File: src/rtl/slac_pkg.sv
// Package of offsets, field positions and reset values for the lane analog configuration bank
package slac_pkg;
  // ----------------------------------------------------------------
  // Register offsets
  // ----------------------------------------------------------------
  localparam logic [7:0] SLAC_OFS_RX0  = 8'h04;
  localparam logic [7:0] SLAC_OFS_RX1  = 8'h08;
  localparam logic [7:0] SLAC_OFS_TX0  = 8'h0c;
  localparam logic [7:0] SLAC_OFS_TX1  = 8'h10;
  localparam logic [7:0] SLAC_OFS_SER  = 8'h14;
  localparam logic [7:0] SLAC_OFS_COM  = 8'h18;
  localparam logic [7:0] SLAC_OFS_PLL  = 8'h1c;
  // ----------------------------------------------------------------
  // Implemented bit masks
  // ----------------------------------------------------------------
  localparam logic [31:0] SLAC_MSK_RX0 = 32'h0fff_ffff;
  localparam logic [31:0] SLAC_MSK_RX1 = 32'h0000_3fbf;
  localparam logic [31:0] SLAC_MSK_TX0 = 32'hffff_ffff;
  localparam logic [31:0] SLAC_MSK_TX1 = 32'h0000_01ff;
  localparam logic [31:0] SLAC_MSK_SER = 32'h0000_01ff;
  localparam logic [31:0] SLAC_MSK_COM = 32'h8004_fff0;
  localparam logic [31:0] SLAC_MSK_PLL = 32'h0015_ffee;
  // ----------------------------------------------------------------
  // Reset values
  // ----------------------------------------------------------------
  localparam logic [31:0] SLAC_RST_RX0 = 32'h0000_0000;
  localparam logic [31:0] SLAC_RST_RX1 = 32'h0000_0000;
  localparam logic [31:0] SLAC_RST_TX0 = 32'h0000_0000;
  localparam logic [31:0] SLAC_RST_TX1 = 32'h0000_0000;
  localparam logic [31:0] SLAC_RST_SER = 32'h0000_0000;
  localparam logic [31:0] SLAC_RST_COM = 32'h0000_0090;
  localparam logic [31:0] SLAC_RST_PLL = 32'h0004_0002;
  // ----------------------------------------------------------------
  // Field positions
  // ----------------------------------------------------------------
  localparam int SLAC_RX_THR_LSB    = 4;
  localparam int SLAC_RX_TRIM_LSB   = 0;
  localparam int SLAC_RX_CTERM_BIT  = 5;
  localparam int SLAC_RX_ONE_BIT    = 4;
  localparam int SLAC_RX_OFSAC_BIT  = 3;
  localparam int SLAC_RX_OFSDC_BIT  = 2;
  localparam int SLAC_RX_SLOW_BIT   = 1;
  localparam int SLAC_TX_IDLE_BIT   = 31;
  localparam int SLAC_TX_SUPPLY_BIT = 30;
  localparam int SLAC_TX_POL_BIT    = 29;
  localparam int SLAC_TX_POST0_LSB  = 23;
  localparam int SLAC_TX_POST1_LSB  = 18;
  localparam int SLAC_TX_PREC_LSB   = 13;
  localparam int SLAC_TX_SRH_BIT    = 8;
  localparam int SLAC_TX_TRIM_LSB   = 4;
  localparam int SLAC_TX_SR_LSB     = 0;
  localparam int SLAC_TX_SKEW_LSB   = 6;
  localparam int SLAC_TX_LEV_LSB    = 0;
  localparam int SLAC_SER_HYS_BIT   = 3;
  localparam int SLAC_SER_WIN_BIT   = 1;
  localparam int SLAC_SER_ALI_BIT   = 0;
  localparam int SLAC_COM_RSTN_BIT  = 31;
  localparam int SLAC_COM_LANE_BIT  = 18;
  localparam int SLAC_COM_ELOOP_BIT = 11;
  localparam int SLAC_COM_FLOOP_BIT = 10;
  localparam int SLAC_COM_HALF_RATE_EN_BIT = 7;
  localparam int SLAC_COM_QUARTER_RATE_EN_BIT = 6;
  localparam int SLAC_COM_WIDTH_LSB = 4;
  localparam int SLAC_PLL_ROT_BIT   = 18;
  localparam int SLAC_PLL_WORD_LSB  = 8;
  localparam int SLAC_PLL_FSM_BIT   = 7;
  localparam int SLAC_PLL_DIR_BIT   = 2;
  localparam int SLAC_PLL_FRQ_BIT   = 1;
endpackage

File: src/rtl/slac_bank.sv
// Lane analog configuration register bank
`timescale 1ns/1ns
`default_nettype none
module slac_bank (
  input  wire logic        clk_sys_in,
  input  wire logic        reset_in,
  input  wire logic [7:0]  addr_in,
  input  wire logic        wr_en_in,
  input  wire logic [31:0] wr_data_in,
  output logic      [31:0] rd_data_out,
  output logic      [3:0]  rx_resistor_trim_out,
  output logic      [2:0]  rx_level_threshold_out,
  output logic             rx_must_be_one_bit_out,
  output logic             rx_common_mode_term_en_out,
  output logic             rx_ac_offset_comp_en_out,
  output logic             rx_dc_offset_comp_en_out,
  output logic             rx_slow_level_detect_en_out,
  output logic             tx_force_idle_out,
  output logic             tx_nominal_supply_sel_out,
  output logic             tx_polarity_invert_out,
  output logic      [5:0]  tx_first_post_cursor_out,
  output logic      [4:0]  tx_second_post_cursor_out,
  output logic      [4:0]  tx_pre_cursor_out,
  output logic             tx_slew_coarse_half_out,
  output logic      [3:0]  tx_resistor_trim_out,
  output logic      [3:0]  tx_slew_fine_out,
  output logic      [2:0]  tx_skew_adjust_out,
  output logic      [5:0]  tx_amplitude_level_out,
  output logic             align_hysteresis_en_out,
  output logic             align_window_en_out,
  output logic             align_en_out,
  output logic             lane_reset_n_out,
  output logic             lane_en_out,
  output logic             equipment_loopback_en_out,
  output logic             facility_loopback_en_out,
  output logic             half_rate_en_out,
  output logic             quarter_rate_en_out,
  output logic      [1:0]  if_width_out,
  output logic             pll_rotation_en_out,
  output logic      [7:0]  pll_fsm_control_word_out,
  output logic             pll_fsm_en_out,
  output logic             pll_rotation_direction_out,
  output logic             pll_rotation_frequency_out
);
  // ----------------------------------------------------------------
  // Register storage
  // ----------------------------------------------------------------
  localparam int NREG = 7;
  localparam logic [7:0] OFS [NREG] = '{slac_pkg::SLAC_OFS_RX0, slac_pkg::SLAC_OFS_RX1,
    slac_pkg::SLAC_OFS_TX0, slac_pkg::SLAC_OFS_TX1, slac_pkg::SLAC_OFS_SER,
    slac_pkg::SLAC_OFS_COM, slac_pkg::SLAC_OFS_PLL};
  localparam logic [31:0] MSK [NREG] = '{slac_pkg::SLAC_MSK_RX0, slac_pkg::SLAC_MSK_RX1,
    slac_pkg::SLAC_MSK_TX0, slac_pkg::SLAC_MSK_TX1, slac_pkg::SLAC_MSK_SER,
    slac_pkg::SLAC_MSK_COM, slac_pkg::SLAC_MSK_PLL};
  localparam logic [31:0] RST [NREG] = '{slac_pkg::SLAC_RST_RX0, slac_pkg::SLAC_RST_RX1,
    slac_pkg::SLAC_RST_TX0, slac_pkg::SLAC_RST_TX1, slac_pkg::SLAC_RST_SER,
    slac_pkg::SLAC_RST_COM, slac_pkg::SLAC_RST_PLL};

  logic [31:0] reg_q [NREG];

  // Offset match for one register slot
  function automatic logic addr_hit(input logic [7:0] addr, input int idx);
    return addr == OFS[idx];
  endfunction

  genvar g;
  generate
    for (g = 0; g < NREG; g++) begin : g_reg
      // Plain read-write storage
      always_ff @(posedge clk_sys_in) begin
        if (reset_in) begin
          reg_q[g] <= RST[g];
        end else if (wr_en_in && addr_hit(addr_in, g)) begin
          reg_q[g] <= wr_data_in & MSK[g];
        end
      end
    end
  endgenerate

  // ----------------------------------------------------------------
  // Read back
  // ----------------------------------------------------------------
  always_ff @(posedge clk_sys_in) begin
    if (reset_in) begin
      rd_data_out <= 32'h0000_0000;
    end else begin
      rd_data_out <= 32'h0000_0000;
      for (int i = 0; i < NREG; i++) begin
        if (addr_hit(addr_in, i)) begin
          rd_data_out <= reg_q[i];
        end
      end
    end
  end

  // ----------------------------------------------------------------
  // Control outputs
  // ----------------------------------------------------------------
  always_comb begin
    rx_level_threshold_out      = reg_q[0][slac_pkg::SLAC_RX_THR_LSB +: 3];
    rx_resistor_trim_out        = reg_q[0][slac_pkg::SLAC_RX_TRIM_LSB +: 4];
    rx_common_mode_term_en_out  = reg_q[1][slac_pkg::SLAC_RX_CTERM_BIT];
    rx_must_be_one_bit_out      = reg_q[1][slac_pkg::SLAC_RX_ONE_BIT];
    rx_ac_offset_comp_en_out    = reg_q[1][slac_pkg::SLAC_RX_OFSAC_BIT];
    rx_dc_offset_comp_en_out    = reg_q[1][slac_pkg::SLAC_RX_OFSDC_BIT];
    rx_slow_level_detect_en_out = reg_q[1][slac_pkg::SLAC_RX_SLOW_BIT];
    tx_force_idle_out           = reg_q[2][slac_pkg::SLAC_TX_IDLE_BIT];
    tx_nominal_supply_sel_out   = reg_q[2][slac_pkg::SLAC_TX_SUPPLY_BIT];
    tx_polarity_invert_out      = reg_q[2][slac_pkg::SLAC_TX_POL_BIT];
    tx_first_post_cursor_out    = reg_q[2][slac_pkg::SLAC_TX_POST0_LSB +: 6];
    tx_second_post_cursor_out   = reg_q[2][slac_pkg::SLAC_TX_POST1_LSB +: 5];
    tx_pre_cursor_out           = reg_q[2][slac_pkg::SLAC_TX_PREC_LSB +: 5];
    tx_slew_coarse_half_out     = reg_q[2][slac_pkg::SLAC_TX_SRH_BIT];
    tx_resistor_trim_out        = reg_q[2][slac_pkg::SLAC_TX_TRIM_LSB +: 4];
    tx_slew_fine_out            = reg_q[2][slac_pkg::SLAC_TX_SR_LSB +: 4];
    tx_skew_adjust_out          = reg_q[3][slac_pkg::SLAC_TX_SKEW_LSB +: 3];
    tx_amplitude_level_out      = reg_q[3][slac_pkg::SLAC_TX_LEV_LSB +: 6];
    align_hysteresis_en_out     = reg_q[4][slac_pkg::SLAC_SER_HYS_BIT];
    align_window_en_out         = reg_q[4][slac_pkg::SLAC_SER_WIN_BIT];
    align_en_out                = reg_q[4][slac_pkg::SLAC_SER_ALI_BIT];
    lane_reset_n_out            = reg_q[5][slac_pkg::SLAC_COM_RSTN_BIT];
    lane_en_out                 = reg_q[5][slac_pkg::SLAC_COM_LANE_BIT];
    equipment_loopback_en_out   = reg_q[5][slac_pkg::SLAC_COM_ELOOP_BIT];
    facility_loopback_en_out    = reg_q[5][slac_pkg::SLAC_COM_FLOOP_BIT];
    half_rate_en_out            = reg_q[5][slac_pkg::SLAC_COM_HALF_RATE_EN_BIT];
    quarter_rate_en_out         = reg_q[5][slac_pkg::SLAC_COM_QUARTER_RATE_EN_BIT];
    if_width_out                = reg_q[5][slac_pkg::SLAC_COM_WIDTH_LSB +: 2];
    pll_rotation_en_out         = reg_q[6][slac_pkg::SLAC_PLL_ROT_BIT];
    pll_fsm_control_word_out    = reg_q[6][slac_pkg::SLAC_PLL_WORD_LSB +: 8];
    pll_fsm_en_out              = reg_q[6][slac_pkg::SLAC_PLL_FSM_BIT];
    pll_rotation_direction_out  = reg_q[6][slac_pkg::SLAC_PLL_DIR_BIT];
    pll_rotation_frequency_out  = reg_q[6][slac_pkg::SLAC_PLL_FRQ_BIT];
  end
endmodule // slac_bank
`default_nettype wire

File: config.mk
export PLATFORM = sky130hd
export DESIGN_NAME = slac_bank
export DESIGN_NICKNAME = d
export VERILOG_FILES = /design/src/rtl/slac_pkg.sv /design/src/rtl/slac_bank.sv
export SDC_FILE = /design/constraint.sdc
export NUM_CORES = 1
export LEC_CHECK = 0
export ABC_AREA = 1
export BUFFER_PORTS_ARGS = -buffer_cell sky130_fd_sc_hd__buf_2
export CORE_ASPECT_RATIO = 0.7
export CORE_UTILIZATION = 41
export CTS_CLUSTER_DIAMETER = 200
export DETAILED_ROUTE_END_ITERATION = 16
export GPL_TIMING_DRIVEN = 1
export PLACE_DENSITY_LB_ADDON = 0.2
export SYNTH_ARGS = -nofsm -noshare
export SYNTH_HDL_FRONTEND = slang
export SYNTH_SLANG_ARGS = --single-unit
File: constraint.sdc
create_clock -name clk_sys_in -period 9.9 [get_ports clk_sys_in]
set_input_delay 1.485 -clock clk_sys_in [delete_from_list [all_inputs] [get_ports clk_sys_in]]
set_output_delay 1.485 -clock clk_sys_in [all_outputs]
set_load 0.005 [all_outputs]
* Yosys cells after proc, flatten, opt, wreduce, memory -nomap -nowiden
Memory sizes are Yosys's and may differ from the RTL's.
Index checks and enable logic that the tools add are counted.
W data, S select, Z words.
** Cells by class
- $mul :: 0
- Shift operators :: 0
- Mux-type cells :: 37
- Add/subtract/negate cells :: 0
- Div/mod/pow operators :: 0
- $lt $le $gt $ge :: 0
- Reductions and logical operators :: 7
- Bitwise operators :: 7
- Eq/ne operators :: 7
** Operators by type and width (number)
- $mux W32 :: 14
- $eq A8 B5 Y1 const B :: 4
- $mux W1 :: 23
- $eq A8 B4 Y1 const B :: 2
- $eq A8 B3 Y1 const B :: 1
- $logic_and A1 B1 Y1 :: 7
- $or A1 B1 Y1 :: 7
** Word-level totals
- Bits in latches :: 0
- Memories kept :: 1
- Output and inout bits :: 104
- Memory bits (writable) :: 224
- Bits in read-only memories :: 0
- Flip-flop bits (word level) :: 32
- Input bits :: 43
** Memories
- reg_q :: words 7, width 32, read ports 7, clocked after Yosys merged registers in 0, write ports 7, RTL line slac_bank.sv:59 : logic [31:0] reg_q [NREG];

* Logic depth before layout (Yosys ltp)
- Depth in word-level cells :: 8
- Gate-level depth with buffers :: 11
- Mapped depth without buffers :: 11

* Worst setup path after synthesis
No wires, ideal clock.
- Path kind :: input to register
- Start point :: in addr_in[4]
- End point :: mem reg_q[2][0] (enable)
- Stages :: 6
- Setup slack :: 5006 ps
- Library setup time :: 466 ps
- Required time :: 9434 ps
- Arrival :: 4428 ps
- Path buffers :: 1
- Cell sequence :: inv_1 -> nand2_1 -> nor2_4 -> nand2_1 -> buf_2 -> o21ai_0
** RTL lines
- start, declared :: RTL line slac_bank.sv:7 : input wire logic [7:0] addr_in,
- end, declared :: RTL line slac_bank.sv:59

==> reports/results.md <==
| Quantity | This run |
|---|---|
| Area inside the core boundary | 15500 um^2 |
| Unrepaired setup endpoints after global routing | no |
| Maximum clock path buffer count | 2 |
| HPWL Detailed | 11.8 mm |
| Global-route usage over all layers | 21.5% |
| GRT Residual Overflow | 0 |
| Syn Nets | 685 |
| Post-synthesis cell count | 642 |
| Buffer cell driving the clock tree root | sky130_fd_sc_hd__clkbuf_16 |
| Launch point of the critical path | addr_in[4] |
| Slew at the pin closest to its max-slew limit | 1.12 ns |
| Tcrit/Tclk final | 42.2% |
| TritonCTS clock tree | done |
| Setup TNS Final | 0 ns |
| Row count | 38 |
| Number of max-cap violations | 0 |
| Netlist Area Pre-Place | 6570 um^2 |
| Syn_area_per_cell | 10.2 um^2 |
| Starting utilization of the core area | 42.2% |
| Length in cells of the worst reg-to-reg path | 5 |
| Share of synthesized area occupied by flip-flops and latches | 65.6% |
| Status | complete, no violations |
| Startpoint of the lowest-slack register-to-register path | reg_q[2][3] |
| Number of filler cells placed in the layout | 1461 |
| Layout overhead on the synthesized area | 17.9% |
| Capturing point of the worst reg2reg path | rd_data_out[3] |
| Clock skew | 0.00660 ns |
| Distinct cells, synth | 27 |
| CTS resizes | 0 |
| Startpoint types | input port |
| First-pass iteration count of the detailed router | 5 |
| Weighted congestion at the end of routability-driven global placement | 0.862 |
| Cts bufs inserted | 17 |
| Clk sinks | 154 |
| Vias in the first global route | 4564 |
| Antenna violations before repair | 0 |
| Width of the die | 153 um |
| Sum of routed wire length over all layers | 17.2 mm |
| Core utilization of the finished layout | 49.8% |
| Power per cell area | 187 nW/um^2 |
| Vertical die dimension | 108 um |
| Largest net degree at the start of global routing | 33 |
| N_diodes | 0 |
| 1st-iter DRT viols | 429 |
| Post-synthesis sequential element count | 154 |
| Max transition margin | 25.1% |
| Clock input transition at the sequential cells of the worst setup and hold paths | 0.07 ns |
| Floorplan die area | 16500 um^2 |
| Nature of the critical path endpoint | flip-flop |
| Area occupied by registers | 4300 um^2 |
| H-tree levels | 4 |
| Detail-routed net length per standard cell | 17.9 um |
| Post-CTS Setup Bufs | 0 |
| Multi-input logic area | 1630 um^2 |
| Skew-Pair Late Insertion Delay | 0.44 ns |
| Setup violation total in the final timing report | 0 |
| Crit path capture | reg_q[2][4] |
| Critical-path maximum fanout | 26 |
| Quantity of hold-fixing buffers added after cts | 0 |
| Number of standard cells in the final layout excluding fillers | 959 |
| Data arrival time of the critical path | 4.36 ns |
| Share of cells above drive strength 1 | 26.7% |
| Type of the most critical hold path | reg2reg |
| NumNets Final | 789 |
| First-pass GRT wire length | 25.7 mm |
| Number of nets with antenna violations after detailed routing | 0 |
| R2r setup slk | 8.68 ns |
| Count of unresolved DRC violations after routing | 0 |
| LEAKAGE | 3.30 nW |
| Via count | 4763 |
| Max rail drop VDD | 0.0767 mV |
| Number of ports placed on the die boundary | 147 |
| Type of the worst setup path | in2reg |
| Data required time of the worst path | 10.08 ns |
| Final hold violations | 0 |
| Leading cell type in the layout, fill and taps excluded | sky130_fd_sc_hd__buf_2 |
| Port buffer count | 146 |
| Ys Warns | 0 |
| Peak Freq | 239 MHz |
| Via-per-instance ratio | 4.97 |
| Final critical path time including I/O delays and setup | 4.18 ns |
| Commonest cells after routing, fill and taps aside | 146 x sky130_fd_sc_hd__buf_2, 140 x sky130_fd_sc_hd__nor2_1, 122 x sky130_fd_sc_hd__edfxtp_1 |
| Placed cell count | 927 |
| Fin. max-slew vios | 0 |
[cells by family after synthesis]
group / synth area share (%)
AND/OR/NAND/NOR: 20.1
flip-flops: 65.6
buffers and inverters: 9.89
AO/OA/AOI/OAI: 4.44
[synth_stat cells (all sizes together)]
cell type  number  share of area [%]
a21boi          1               0.11
nand2         111                6.4
nor3            5               0.72
inv            56                3.2
o21ai          14                1.1
o2111ai         3               0.40
edfxtp        122                 56
dfxtp          32                9.8
o211ai          1               0.11
clkbuf          6               0.34
nor2          145                8.7
nand3          38                3.0
a21oi          30                2.3
buf            59                6.2
a31oi           2               0.19
clkinv          2               0.11
or2             6               0.57
a41oi           2               0.27
nand4           7               0.67
[flip-flops by register name, summed over array words and instances (netlist names)]
name	count
reg_q	122
rd_data_out	32
[where the power goes]
part	switching, W	internal, W	leakage [nW]
sequential	0.0000128	0.000723	1.42
combinational	0.0000458	0.0000212	1.59
clock	0.000287	0.000357	0.292
[routing by layer]
layer	GRT usage, %	vias to the layer above	share of wire (%)
li1	-	2283	-
met1	30.3	2249	46
met2	32.0	215	44
met3	4.67	16	8.0
met4	8.66	0	1.2
met5	0	-	0
[stage by stage]
stage	area [um^2]	hold slack (ns)	setup WS, ns	total power (W)
after floorplan	6570	0.473	5.01	0.000786
after global placement	7160	0.502	5.39	0.000816
after detailed placement	7160	0.515	5.26	0.000818
after CTS	7740	0.532	5.71	0.00146
after global routing	7740	0.559	5.46	0.00149
final	7740	0.520	5.72	0.00145
[layout make-up]
| type | count | share of cell area [%] |
|---|---|---|
| Multi-Input combinational cell | 365 | 21.0 |
| Sequential cell | 154 | 55.6 |
| Clock inverter | 15 | 2.04 |
| Timing Repair Buffer | 150 | 9.83 |
| Clock buffer | 17 | 5.49 |
| Tap cell | 200 | 3.23 |
| Inverter | 58 | 2.81 |
[worst min path at each step]
stage,cells past startpoint,from,end,slack (ns)
floorplan,2,reg_q[6][8],rd_data_out[8],0.47
global placement,2,reg_q[2][29],rd_data_out[29],0.50
detailed placement,2,reg_q[2][29],rd_data_out[29],0.51
CTS,2,reg_q[2][29],rd_data_out[29],0.53
global route,2,reg_q[0][24],rd_data_out[24],0.56
finish,2,reg_q[2][29],rd_data_out[29],0.52
[worst max-delay path, cell delays in order]
cell and delay, ns:
sky130_fd_sc_hd__buf_2 0.09, sky130_fd_sc_hd__inv_1 0.08, sky130_fd_sc_hd__nand2_1 0.12, sky130_fd_sc_hd__nor2_4 0.11, sky130_fd_sc_hd__nand2_1 0.45, sky130_fd_sc_hd__clkinv_1 0.89, sky130_fd_sc_hd__nand3_1 0.64, sky130_fd_sc_hd__buf_4 0.40
sky130_fd_sc_hd__nor2_1 0.08
(Power assumes the default switching activity.)
